`src/cc_pkg.sv`:
```
/*
  package for the clock-controller configuration block: register offsets,
  field positions, reset values, timing constants and the carrier structs.
  assumes a single 25 MHz system clock shared by every user of it.
*/
`default_nettype none

package cc_pkg;

  // register offsets (byte addresses on the 8-bit register port)
  localparam logic [7:0] OFS_MAIN_CLOCK_STATUS = 8'h05;
  localparam logic [7:0] OFS_HF_OSC_CONTROL = 8'h08;
  localparam logic [7:0] OFS_HF_OSC_TRIM = 8'h09;
  localparam logic [7:0] OFS_PLL_CONTROL = 8'h10;
  localparam logic [7:0] OFS_LF_OSC_CONTROL = 8'h18;

  // reset values
  localparam logic [7:0] RST_HF_OSC_CONTROL = 8'h0C;
  localparam logic [7:0] RST_HF_OSC_TRIM = 8'h00;
  localparam logic [7:0] RST_PLL_CONTROL = 8'h00;
  localparam logic [7:0] RST_LF_OSC_CONTROL = 8'h00;

  // field positions
  localparam int unsigned POS_RUN_IN_STANDBY = 7;
  localparam int unsigned POS_PLL_SOURCE = 6;
  localparam int unsigned POS_FREQ_LSB = 2;
  localparam int unsigned POS_TRIM_ENABLE = 0;
  localparam int unsigned POS_MULT_LSB = 0;
  localparam int unsigned POS_TRIM_SIGN = 5;

  // status bit positions in the main clock status register
  localparam int unsigned POS_ST_SWITCHING = 0;
  localparam int unsigned POS_ST_INT_HF = 1;
  localparam int unsigned POS_ST_INT_LF = 2;
  localparam int unsigned POS_ST_EXT_LF = 3;
  localparam int unsigned POS_ST_EXT_HF = 4;
  localparam int unsigned POS_ST_PLL = 5;

  // special field codes
  localparam logic [3:0] FREQ_4MHZ = 4'h3;
  localparam logic [3:0] FREQ_GAP = 4'h4;
  localparam logic [3:0] FREQ_MAX = 4'h9;
  localparam logic [1:0] MULT_OFF = 2'h0;
  localparam logic [1:0] MULT_RESERVED = 2'h3;

  // timing: clock period and documented figures
  localparam int unsigned CLK_PERIOD_NS = 40;
  localparam int unsigned TRIM_UPDATE_NS = 3000;  // longest time, rounds down
  localparam int unsigned TRIM_UPDATE_EXTRA = 3;
  localparam int unsigned TRIM_UPDATE_CYC = TRIM_UPDATE_NS / CLK_PERIOD_NS + TRIM_UPDATE_EXTRA;
  // availability after a request, in oscillator cycles at the slowest setting
  localparam int unsigned HF_AVAIL_NS = 2 * 1000;    // two cycles at 1 MHz
  localparam int unsigned PLL_AVAIL_NS = 2 * 500;    // two cycles at 2 MHz
  localparam int unsigned LF_AVAIL_NS = 4 * 30518;   // four cycles at 32.768 kHz
  localparam int unsigned HF_AVAIL_CYC = (HF_AVAIL_NS + CLK_PERIOD_NS - 1) / CLK_PERIOD_NS;
  localparam int unsigned PLL_AVAIL_CYC = (PLL_AVAIL_NS + CLK_PERIOD_NS - 1) / CLK_PERIOD_NS;
  localparam int unsigned LF_AVAIL_CYC = (LF_AVAIL_NS + CLK_PERIOD_NS - 1) / CLK_PERIOD_NS;

  // main clock source codes
  typedef enum logic [1:0] {
    SRC_INT_HF = 2'b00,
    SRC_INT_LF = 2'b01,
    SRC_EXT_LF = 2'b10,
    SRC_EXT_HF = 2'b11
  } cc_src_t;

  // sleep modes
  typedef enum logic [1:0] {
    MODE_ACTIVE = 2'b00,
    MODE_IDLE = 2'b01,
    MODE_STANDBY = 2'b10,
    MODE_POWER_DOWN = 2'b11
  } cc_mode_t;

  // register port request
  typedef struct packed {
    logic [7:0] addr;
    logic [7:0] wdata;
    logic wr;
    logic rd;
  } cc_bus_req_t;

  // raw analog readiness levels, asynchronous to clk
  typedef struct packed {
    logic ext_hf_crystal_stable;
    logic ext_hf_clock_running;
    logic ext_lf_crystal_stable;
    logic ext_lf_clock_running;
    logic int_lf_stable;
    logic int_hf_stable;
    logic pll_running;
  } cc_osc_raw_t;

  // clock requests from on-chip users, on clk
  typedef struct packed {
    logic hf;
    logic pll;
    logic lf;
  } cc_req_t;

endpackage : cc_pkg

`default_nettype wire

```
`src/cc_clock_config.sv`:
```
/*
  clock-controller configuration and status: oscillator and pll control
  registers, trim register, main clock status and main clock switching.
  assumes requests, unlock and sleep mode come from logic on clk, while
  oscillator readiness levels arrive asynchronously and are synchronised.
*/
// How it works
// - ext hf status: stable or running by select
// - ext lf status: stable or running by select
// - int lf stable shown as read-only bit
// - int hf stable shown as read-only bit
// - switching flag; switch only when target stable
// - hf run-in-standby keeps oscillator running
// - hf output delivered on request, two cycles later
// - hf requester waits for start-up first
// - frequency select codes, reserved ignored, default 4 MHz
// - auto-tune enable steers crystal tuning
// - trim is signed six-bit, -32 to +31
// - top trim bits ignore writes, mirror bit 5
// - trim locked while auto-tune on
// - trim loads tuner result after disable delay
// - pll run-in-standby keeps pll running
// - pll output on request, two cycles later
// - pll source select: internal or external hf
// - multiplier: off, x2, x3, reserved ignored
// - lf run-in-standby runs in all modes
`default_nettype none

module cc_clock_config #(
  parameter int unsigned LF_AVAIL_CYCLES = cc_pkg::LF_AVAIL_CYC
) (
  // clock, reset, enable
  input wire logic clk,
  input wire logic rst,
  input wire logic clk_en,
  // register port
  input wire cc_pkg::cc_bus_req_t bus_req,
  output logic [7:0] bus_rdata,
  // configuration change unlock, level on clk
  input wire logic ccp_unlocked,
  // sources selects held in neighbouring registers
  input wire logic ext_hf_source_select,
  input wire logic ext_lf_source_select,
  // oscillator readiness, asynchronous
  input wire cc_pkg::cc_osc_raw_t osc_raw,
  // sleep mode and clock requests
  input wire cc_pkg::cc_mode_t sleep_mode,
  input wire cc_pkg::cc_req_t clk_req,
  // main clock switch request
  input wire logic mclk_switch_req,
  input wire cc_pkg::cc_src_t mclk_switch_src,
  // latest result from the crystal tuner
  input wire logic [5:0] tuner_result,
  // oscillator controls
  output logic hf_osc_run,
  output logic hf_clk_available,
  output logic [3:0] hf_frequency_select,
  output logic crystal_trim_enable,
  output logic [5:0] hf_trim,
  output logic pll_run,
  output logic pll_clk_available,
  output logic pll_source,
  output logic [1:0] pll_multiplier,
  output logic lf_osc_run,
  output logic lf_clk_available,
  // main clock source in use
  output cc_pkg::cc_src_t mclk_source,
  output logic main_clock_switching
);

  // frequency select code valid check
  function automatic logic freq_code_ok(input logic [3:0] code);
    freq_code_ok = (code <= cc_pkg::FREQ_MAX) && (code != cc_pkg::FREQ_GAP);
  endfunction

  // run decision for a standby-capable oscillator
  function automatic logic keep_running(input logic rsb, input cc_pkg::cc_mode_t mode,
                                        input logic all_modes, input logic req);
    keep_running = req || (rsb && (all_modes || mode != cc_pkg::MODE_POWER_DOWN));
  endfunction

  // register state
  logic hf_rsb_q;  // hf run-in-standby
  logic [3:0] freq_q;  // hf frequency select
  logic tune_en_q;  // auto-tune enable
  logic [5:0] trim_q;  // signed trim value
  logic pll_rsb_q;  // pll run-in-standby
  logic pll_src_q;  // pll source select
  logic [1:0] mult_q;  // pll multiplier
  logic lf_rsb_q;  // lf run-in-standby
  logic [7:0] rdata_q;  // read data register

  // synchroniser stages for the readiness levels
  cc_pkg::cc_osc_raw_t sync1_q;  // first stage, read only by sync2_q
  cc_pkg::cc_osc_raw_t sync2_q;  // safe to use

  // decoded status
  logic ext_hf_status;
  logic ext_lf_status;
  logic [7:0] status_byte;

  // write decode
  logic wr_hf_ctrl;
  logic wr_trim;
  logic wr_pll_ctrl;
  logic wr_lf_ctrl;

  // trim reload after auto-tune is turned off
  logic [7:0] reload_cnt_q;
  logic reload_busy_q;

  // main clock switching
  logic switching_q;
  cc_pkg::cc_src_t target_q;
  cc_pkg::cc_src_t mclk_q;
  logic target_stable;

  // availability counters and output flops
  logic [7:0] hf_cnt_q;
  logic [7:0] pll_cnt_q;
  logic [15:0] lf_cnt_q;
  logic hf_run_q;
  logic pll_run_q;
  logic lf_run_q;
  logic hf_avail_q;
  logic pll_avail_q;
  logic lf_avail_q;

  // two-flop synchroniser, frozen with the rest while clk_en is low
  always_ff @(posedge clk) begin
    if (rst) begin
      sync1_q <= '0;
      sync2_q <= '0;
    end else if (clk_en) begin
      sync1_q <= osc_raw;
      sync2_q <= sync1_q;
    end
  end

  // status meaning follows the source select of each external source
  assign ext_hf_status = ext_hf_source_select ? sync2_q.ext_hf_clock_running
                                              : sync2_q.ext_hf_crystal_stable;
  assign ext_lf_status = ext_lf_source_select ? sync2_q.ext_lf_clock_running
                                              : sync2_q.ext_lf_crystal_stable;

  // status byte, bits above the pll flag read zero
  always_comb begin
    status_byte = 8'h00;
    status_byte[cc_pkg::POS_ST_SWITCHING] = switching_q;
    status_byte[cc_pkg::POS_ST_INT_HF] = sync2_q.int_hf_stable;
    status_byte[cc_pkg::POS_ST_INT_LF] = sync2_q.int_lf_stable;
    status_byte[cc_pkg::POS_ST_EXT_LF] = ext_lf_status;
    status_byte[cc_pkg::POS_ST_EXT_HF] = ext_hf_status;
    status_byte[cc_pkg::POS_ST_PLL] = sync2_q.pll_running;
  end

  // protected writes are dropped unless the unlock is open this cycle
  assign wr_hf_ctrl = bus_req.wr && ccp_unlocked &&
                      bus_req.addr == cc_pkg::OFS_HF_OSC_CONTROL;
  assign wr_pll_ctrl = bus_req.wr && ccp_unlocked &&
                       bus_req.addr == cc_pkg::OFS_PLL_CONTROL;
  assign wr_lf_ctrl = bus_req.wr && ccp_unlocked &&
                      bus_req.addr == cc_pkg::OFS_LF_OSC_CONTROL;
  // trim register carries no protection, but is locked by auto-tune
  assign wr_trim = bus_req.wr && bus_req.addr == cc_pkg::OFS_HF_OSC_TRIM &&
                   !tune_en_q && !reload_busy_q;

  // hf oscillator control register
  always_ff @(posedge clk) begin
    if (rst) begin
      hf_rsb_q <= cc_pkg::RST_HF_OSC_CONTROL[cc_pkg::POS_RUN_IN_STANDBY];
      freq_q <= cc_pkg::RST_HF_OSC_CONTROL[cc_pkg::POS_FREQ_LSB +: 4];
      tune_en_q <= cc_pkg::RST_HF_OSC_CONTROL[cc_pkg::POS_TRIM_ENABLE];
    end else if (clk_en && wr_hf_ctrl) begin
      hf_rsb_q <= bus_req.wdata[cc_pkg::POS_RUN_IN_STANDBY];
      // reserved codes would give an undefined frequency: keep the old one
      if (freq_code_ok(bus_req.wdata[cc_pkg::POS_FREQ_LSB +: 4])) begin
        freq_q <= bus_req.wdata[cc_pkg::POS_FREQ_LSB +: 4];
      end
      tune_en_q <= bus_req.wdata[cc_pkg::POS_TRIM_ENABLE];
    end
  end

  // reload timer: starts when auto-tune goes from on to off
  always_ff @(posedge clk) begin
    if (rst) begin
      reload_busy_q <= 1'b0;
      reload_cnt_q <= 8'h00;
    end else if (clk_en) begin
      if (wr_hf_ctrl && tune_en_q && !bus_req.wdata[cc_pkg::POS_TRIM_ENABLE]) begin
        reload_busy_q <= 1'b1;
        reload_cnt_q <= 8'(cc_pkg::TRIM_UPDATE_CYC - 1);
      end else if (reload_busy_q) begin
        if (reload_cnt_q == 8'h00) begin
          reload_busy_q <= 1'b0;
        end else begin
          reload_cnt_q <= reload_cnt_q - 8'h01;
        end
      end
    end
  end

  // trim register: only the six low bits are stored
  always_ff @(posedge clk) begin
    if (rst) begin
      trim_q <= cc_pkg::RST_HF_OSC_TRIM[5:0];
    end else if (clk_en) begin
      if (reload_busy_q && reload_cnt_q == 8'h00) begin
        trim_q <= tuner_result;
      end else if (wr_trim) begin
        // bits 7:6 of the write are dropped
        trim_q <= bus_req.wdata[5:0];
      end
    end
  end

  // pll control register
  always_ff @(posedge clk) begin
    if (rst) begin
      pll_rsb_q <= cc_pkg::RST_PLL_CONTROL[cc_pkg::POS_RUN_IN_STANDBY];
      pll_src_q <= cc_pkg::RST_PLL_CONTROL[cc_pkg::POS_PLL_SOURCE];
      mult_q <= cc_pkg::RST_PLL_CONTROL[cc_pkg::POS_MULT_LSB +: 2];
    end else if (clk_en && wr_pll_ctrl) begin
      pll_rsb_q <= bus_req.wdata[cc_pkg::POS_RUN_IN_STANDBY];
      pll_src_q <= bus_req.wdata[cc_pkg::POS_PLL_SOURCE];
      // reserved multiplier leaves the setting as it was
      if (bus_req.wdata[cc_pkg::POS_MULT_LSB +: 2] != cc_pkg::MULT_RESERVED) begin
        mult_q <= bus_req.wdata[cc_pkg::POS_MULT_LSB +: 2];
      end
    end
  end

  // lf oscillator control register
  always_ff @(posedge clk) begin
    if (rst) begin
      lf_rsb_q <= cc_pkg::RST_LF_OSC_CONTROL[cc_pkg::POS_RUN_IN_STANDBY];
    end else if (clk_en && wr_lf_ctrl) begin
      lf_rsb_q <= bus_req.wdata[cc_pkg::POS_RUN_IN_STANDBY];
    end
  end

  // read data, valid the cycle after the read strobe only
  always_ff @(posedge clk) begin
    if (rst) begin
      rdata_q <= 8'h00;
    end else if (clk_en) begin
      rdata_q <= 8'h00;
      if (bus_req.rd) begin
        case (bus_req.addr)
          cc_pkg::OFS_MAIN_CLOCK_STATUS: rdata_q <= status_byte;
          cc_pkg::OFS_HF_OSC_CONTROL: begin
            rdata_q <= {hf_rsb_q, 1'b0, freq_q, 1'b0, tune_en_q};
          end
          // sign bit mirrored into the top two bits
          cc_pkg::OFS_HF_OSC_TRIM: begin
            rdata_q <= {{2{trim_q[cc_pkg::POS_TRIM_SIGN]}}, trim_q};
          end
          cc_pkg::OFS_PLL_CONTROL: rdata_q <= {pll_rsb_q, pll_src_q, 4'h0, mult_q};
          cc_pkg::OFS_LF_OSC_CONTROL: rdata_q <= {lf_rsb_q, 7'h00};
          default: rdata_q <= 8'h00;  // unmapped reads zero
        endcase
      end
    end
  end

  // readiness of the source the main clock wants to move to
  always_comb begin
    case (target_q)
      cc_pkg::SRC_INT_HF: target_stable = sync2_q.int_hf_stable;
      cc_pkg::SRC_INT_LF: target_stable = sync2_q.int_lf_stable;
      cc_pkg::SRC_EXT_LF: target_stable = ext_lf_status;
      cc_pkg::SRC_EXT_HF: target_stable = ext_hf_status;
      default: target_stable = 1'b0;
    endcase
  end

  // main clock switch: flag stands until the new source is stable
  always_ff @(posedge clk) begin
    if (rst) begin
      switching_q <= 1'b0;
      target_q <= cc_pkg::SRC_INT_HF;
      mclk_q <= cc_pkg::SRC_INT_HF;
    end else if (clk_en) begin
      if (mclk_switch_req) begin
        // a new request retargets a switch still in progress
        switching_q <= 1'b1;
        target_q <= mclk_switch_src;
      end else if (switching_q && target_stable) begin
        switching_q <= 1'b0;
        mclk_q <= target_q;
      end
    end
  end

  // oscillator run decisions; the main clock counts as a requester
  always_ff @(posedge clk) begin
    if (rst) begin
      hf_run_q <= 1'b0;
      pll_run_q <= 1'b0;
      lf_run_q <= 1'b0;
    end else if (clk_en) begin
      hf_run_q <= keep_running(hf_rsb_q, sleep_mode, 1'b0,
                               clk_req.hf || mclk_q == cc_pkg::SRC_INT_HF ||
                               (switching_q && target_q == cc_pkg::SRC_INT_HF) ||
                               (clk_req.pll && !pll_src_q));
      // a multiplier of zero switches the pll off whatever else is asked
      pll_run_q <= mult_q != cc_pkg::MULT_OFF &&
                   keep_running(pll_rsb_q, sleep_mode, 1'b0, clk_req.pll);
      lf_run_q <= keep_running(lf_rsb_q, sleep_mode, 1'b1,
                               clk_req.lf || mclk_q == cc_pkg::SRC_INT_LF ||
                               (switching_q && target_q == cc_pkg::SRC_INT_LF));
    end
  end

  // hf delivery: request held, oscillator stable, then two of its cycles
  always_ff @(posedge clk) begin
    if (rst) begin
      hf_cnt_q <= 8'h00;
      hf_avail_q <= 1'b0;
    end else if (clk_en) begin
      if (!clk_req.hf || !sync2_q.int_hf_stable) begin
        hf_cnt_q <= 8'h00;
        hf_avail_q <= 1'b0;
      end else if (hf_cnt_q == 8'(cc_pkg::HF_AVAIL_CYC - 1)) begin
        hf_avail_q <= 1'b1;
      end else begin
        hf_cnt_q <= hf_cnt_q + 8'h01;
      end
    end
  end

  // pll delivery also waits for its source to be stable
  always_ff @(posedge clk) begin
    if (rst) begin
      pll_cnt_q <= 8'h00;
      pll_avail_q <= 1'b0;
    end else if (clk_en) begin
      if (!clk_req.pll || !sync2_q.pll_running || mult_q == cc_pkg::MULT_OFF ||
          !(pll_src_q ? ext_hf_status : sync2_q.int_hf_stable)) begin
        pll_cnt_q <= 8'h00;
        pll_avail_q <= 1'b0;
      end else if (pll_cnt_q == 8'(cc_pkg::PLL_AVAIL_CYC - 1)) begin
        pll_avail_q <= 1'b1;
      end else begin
        pll_cnt_q <= pll_cnt_q + 8'h01;
      end
    end
  end

  // lf delivery: four slow cycles, a long count kept as a parameter
  always_ff @(posedge clk) begin
    if (rst) begin
      lf_cnt_q <= 16'h0000;
      lf_avail_q <= 1'b0;
    end else if (clk_en) begin
      if (!clk_req.lf || !sync2_q.int_lf_stable) begin
        lf_cnt_q <= 16'h0000;
        lf_avail_q <= 1'b0;
      end else if (lf_cnt_q == 16'(LF_AVAIL_CYCLES - 1)) begin
        lf_avail_q <= 1'b1;
      end else begin
        lf_cnt_q <= lf_cnt_q + 16'h0001;
      end
    end
  end

  // outputs, all straight from flops
  assign bus_rdata = rdata_q;
  assign hf_osc_run = hf_run_q;
  assign hf_clk_available = hf_avail_q;
  assign hf_frequency_select = freq_q;
  assign crystal_trim_enable = tune_en_q;
  assign hf_trim = trim_q;
  assign pll_run = pll_run_q;
  assign pll_clk_available = pll_avail_q;
  assign pll_source = pll_src_q;
  assign pll_multiplier = mult_q;
  assign lf_osc_run = lf_run_q;
  assign lf_clk_available = lf_avail_q;
  assign mclk_source = mclk_q;
  assign main_clock_switching = switching_q;

endmodule : cc_clock_config

`default_nettype wire

```
`config.mk`:
```
export PLATFORM = sky130hd
export DESIGN_NAME = cc_clock_config
export DESIGN_NICKNAME = d
export VERILOG_FILES = /design/src/cc_pkg.sv /design/src/cc_clock_config.sv
export SDC_FILE = /design/constraint.sdc
export NUM_CORES = 1
export LEC_CHECK = 0
export BUFFER_PORTS_ARGS = -buffer_cell sky130_fd_sc_hd__buf_2
export CAP_MARGIN = 10
export CORE_ASPECT_RATIO = 0.5
export CORE_MARGIN = 1.5
export CORE_UTILIZATION = 61
export DETAILED_ROUTE_END_ITERATION = 10
export PLACE_DENSITY = 0.83
export SLEW_MARGIN = 0
export SYNTH_ARGS = -nofsm -noshare
export SYNTH_HDL_FRONTEND = slang
export SYNTH_SLANG_ARGS = --single-unit
```
`constraint.sdc`:
```
create_clock -name clk -period 4.7 [get_ports clk]
set_input_delay 0.47 -clock clk [delete_from_list [all_inputs] [get_ports clk]]
set_output_delay 0.47 -clock clk [all_outputs]
set_load 0.05 [all_outputs]
```
==> impl_results.rst <==
.. list-table::
   :header-rows: 1

   * - Metric
     - Value
   * - Total CTS buffers
     - 9
   * - Timing-limited maximum frequency
     - 428.5 MHz
   * - Average cell area after synthesis
     - 8.682 um^2
   * - Die Area
     - 0.008047 mm^2
   * - Worst path cell trace
     - inv_1 -> ha_1 -> nor4bb_1 -> nand2_1 -> a221oi_2 -> nor3_1
   * - Register bit count reported by yosys
     - 91
   * - Maximum resistive drop on vdd
     - 268.3 uV
   * - Final period demand of the worst path
     - 2.334 ns
   * - Fraction of synthesis flops using an asynchronous set or reset pin
     - 0
   * - Slew Viols, Final
     - 0
   * - Final worst-path cycle share
     - 0.4966
   * - Most common library cell in the layout ignoring fill and taps
     - sky130_fd_sc_hd__dfxtp_1
   * - Post-route total power
     - 0.001661 W
   * - Area leader, netlist
     - sky130_fd_sc_hd__dfxtp_1
   * - Cell area after layout
     - 0.005290 mm^2
   * - Core area
     - 0.007295 mm^2
   * - Count of yosys warnings during synthesis
     - 0
   * - Setup crit start
     - reload_cnt_q[0]
   * - Slew of the pin with the lowest slew margin
     - 0.8763 ns
   * - Initial DRT Pass Iterations
     - 5
   * - Required arrival time at the worst endpoint
     - 4.90 ns
   * - Power per unit of standard cell area
     - 314.1 mW/mm^2
   * - Total Routing Usage GR
     - 0.2803
   * - Effective utilization at floorplan
     - 0.6261
   * - Number of buffers added to fix hold violations after cts
     - 0
   * - Slowest CP cell
     - sky130_fd_sc_hd__nor4bb_1
   * - Number of synthesized flops with an enable pin
     - 0
   * - Vias per cell
     - 6.048
   * - Placed cell area
     - 0.004972 mm^2
   * - Antenna violations before repair
     - 0
   * - Leading cell types in the layout, fill and taps excluded
     - 91 x sky130_fd_sc_hd__dfxtp_1, 75 x sky130_fd_sc_hd__buf_2, 64 x sky130_fd_sc_hd__nor2_1
   * - Proportion of synthesized chip area in sequential cells
     - 0.3989
   * - Post-detailed-routing wire length
     - 10920 um
   * - RR Startpoint
     - reload_cnt_q[0]
   * - Count of unique library cells instantiated by Yosys
     - 61
   * - Number of nets with antenna violations after detailed routing
     - 0
   * - Fraction of layout instances using a drive strength above 1
     - 0.1906
   * - Total negative slack for setup checks
     - 0 ns
   * - Resize count post-CTS
     - 0
   * - Average wire per cell in the routed design
     - 15.85 um
   * - Half-perimeter wire length after detailed placement
     - 7574 um
   * - RSZ-0062 raised after global routing
     - no
   * - Overall overflow remaining after global route
     - 0
   * - Vias in the first global route
     - 3824
   * - Result of the run
     - finished, final reports clean
   * - Clk Latency, worst-skew pair
     - 0.34 ns
   * - Total leakage power
     - 2.002 nW
   * - Area delta synth->final
     - 15.84%
   * - First-pass GRT wire length
     - 18230 um
   * - Synthesized cell area
     - 0.004567 mm^2
   * - Synthesized instance count
     - 526
   * - Vertical extent of the die
     - 64.19 um
   * - Most used flip-flop cell after synthesis
     - sky130_fd_sc_hd__dfxtp_1
   * - Diodes inserted
     - 0
   * - Classification of the worst-slack hold path
     - input port to register
   * - Area fraction of the dominant cell type after synthesis
     - 0.3989
   * - FF-to-FF setup slack
     - 2.37 ns
   * - # port buffers
     - 75
   * - Skew final
     - 0.006957 ns
   * - CTS Root Cell
     - sky130_fd_sc_hd__clkbuf_16
   * - Sinks on Clock Net
     - 91
   * - Setup fix buffers added after clock tree synthesis
     - 0
   * - Cells on worst reg2reg path
     - 6
   * - Data arrival, critical path
     - 2.53 ns
   * - Overall via count from detail_route
     - 4167
   * - Number of max-cap violations
     - 0
   * - CP peak stage delay
     - 0.77 ns
   * - Final setup violation count
     - 0
   * - TritonCTS clock tree
     - yes
   * - DR DRC count
     - 0
   * - Initial drt markers
     - 335
   * - Final RePlAce weighted congestion
     - 0.8812
   * - Final-stage net count
     - 640
   * - Area contributors post-synth
     - sky130_fd_sc_hd__dfxtp_1 40%, sky130_fd_sc_hd__mux2i_1 6.1%, sky130_fd_sc_hd__nor2_1 5.3%
   * - End point of the critical path
     - hf_trim[5]
   * - Largest net degree at the start of global routing
     - 61
   * - Total number of placement rows
     - 22
   * - Bufs on Longest Clock Path
     - 2
   * - Startpoint Class
     - register
   * - Total I/O pin count
     - 76
   * - Category of the critical setup timing path
     - register to register
   * - Final hold viol count
     - 0
   * - Capturing point of the worst reg2reg path
     - hf_trim[5]
   * - H-tree lvl count
     - 3
   * - CP endpoint kind
     - register
   * - Overall die width
     - 125.4 um
   * - CTS clk-pin slew, worst paths
     - 0.06 ns
   * - Worst max-slew margin expressed relative to the limit
     - 0.4078
   * - Post-synthesis net count
     - 578
   * - Maximum net fanout on the critical path
     - 7
==> flip-flops by register name, summed over array words and instances (netlist names), 2 cells and up <==
register and flops:
lf_cnt_q 16, bus_rdata 8, hf_cnt_q 8, pll_cnt_q 8
reload_cnt_q 8, sync1_q 7, hf_trim 6, hf_frequency_select 4
sync2_q 4, status_byte 3, mclk_source 2, pll_multiplier 2
target_q 2
==> logic make-up after synthesis <==
group / count (synthesis) / synth area share
flops: 91 / 0.3989
compound gates: 97 / 0.1556
simple gates: 234 / 0.2762
mux: 30 / 0.06630
xor+xnor: 24 / 0.04603
fa+ha+maj: 7 / 0.01918
buf+inv: 43 / 0.03780
==> layout make-up <==
class	count	area (um^2)
inverter	16	60.06
timing repair buffer	78	397.9
tap	96	120.1
sequential	91	1822
fill	561	2004
multi-input combinational	392	2572
clock buffer	10	229.0
clock inverter	6	88.84
==> worst min-delay path by stage <==
stage / endpoint / start / cells past startpoint
4_1_cts: pll_source / bus_req[8] / 3
5_1_grt: sync1_q[2] / osc_raw[2] / 3
2_1_floorplan: lf_cnt_q[9] / lf_cnt_q[9] / 2
3_3_place_gp: hf_clk_available / hf_clk_available / 2
3_5_place_dp: lf_clk_available / lf_clk_available / 2
6_report: pll_source / bus_req[8] / 3
==> per-stage QoR <==
step	cells	worst slack [ns]	hold WS (ns)	util
2_1_floorplan	526	2.473	0.4514	-
3_3_place_gp	673	2.136	0.4532	0.6816
3_5_place_dp	673	2.115	0.4634	0.6816
4_1_cts	689	2.449	0.3543	0.7252
5_1_grt	689	2.170	0.3610	0.7252
6_report	689	2.366	0.3582	0.7252
==> power breakdown <==
part,switching [W],internal [W]
clock network,0.000301,0.000467
logic,0.0000689,0.0000368
registers,0.00000789,0.000780
==> worst max-delay path: cells and delay by family (launching register included) <==
kind	cells	cell delay, ns
AOI/OAI and AO/OA	1	0.32
adders and majority gates	1	0.18
buffers and inverters	1	0.12
DFF	1	0.32
and+or+nand+nor	3	1.24
==> metal layers <==
layer  part of all wire  vias up  global-route usage
met5                  0        -                   0
met4              0.012        0             0.07528
met3              0.065       14             0.08291
met2               0.47      107              0.4699
met1               0.46     1988              0.3561
li1                   -     2058                   -
==> Yosys cell counts (7+ instances only) <==
library cell and count:
sky130_fd_sc_hd__o21ai_0 8, sky130_fd_sc_hd__dfxtp_1 91, sky130_fd_sc_hd__ha_1 7, sky130_fd_sc_hd__nand2_1 37
sky130_fd_sc_hd__o211ai_1 7, sky130_fd_sc_hd__and3_1 9, sky130_fd_sc_hd__xor2_1 16, sky130_fd_sc_hd__or3_1 7
sky130_fd_sc_hd__nand4_1 13, sky130_fd_sc_hd__clkbuf_1 20, sky130_fd_sc_hd__inv_1 15, sky130_fd_sc_hd__nor4_1 7
sky130_fd_sc_hd__nor3_1 28, sky130_fd_sc_hd__nor2_1 64, sky130_fd_sc_hd__xnor2_1 8, sky130_fd_sc_hd__a21oi_1 25
sky130_fd_sc_hd__nand3_1 17, sky130_fd_sc_hd__mux2i_1 28
(Power assumes the default switching activity.)
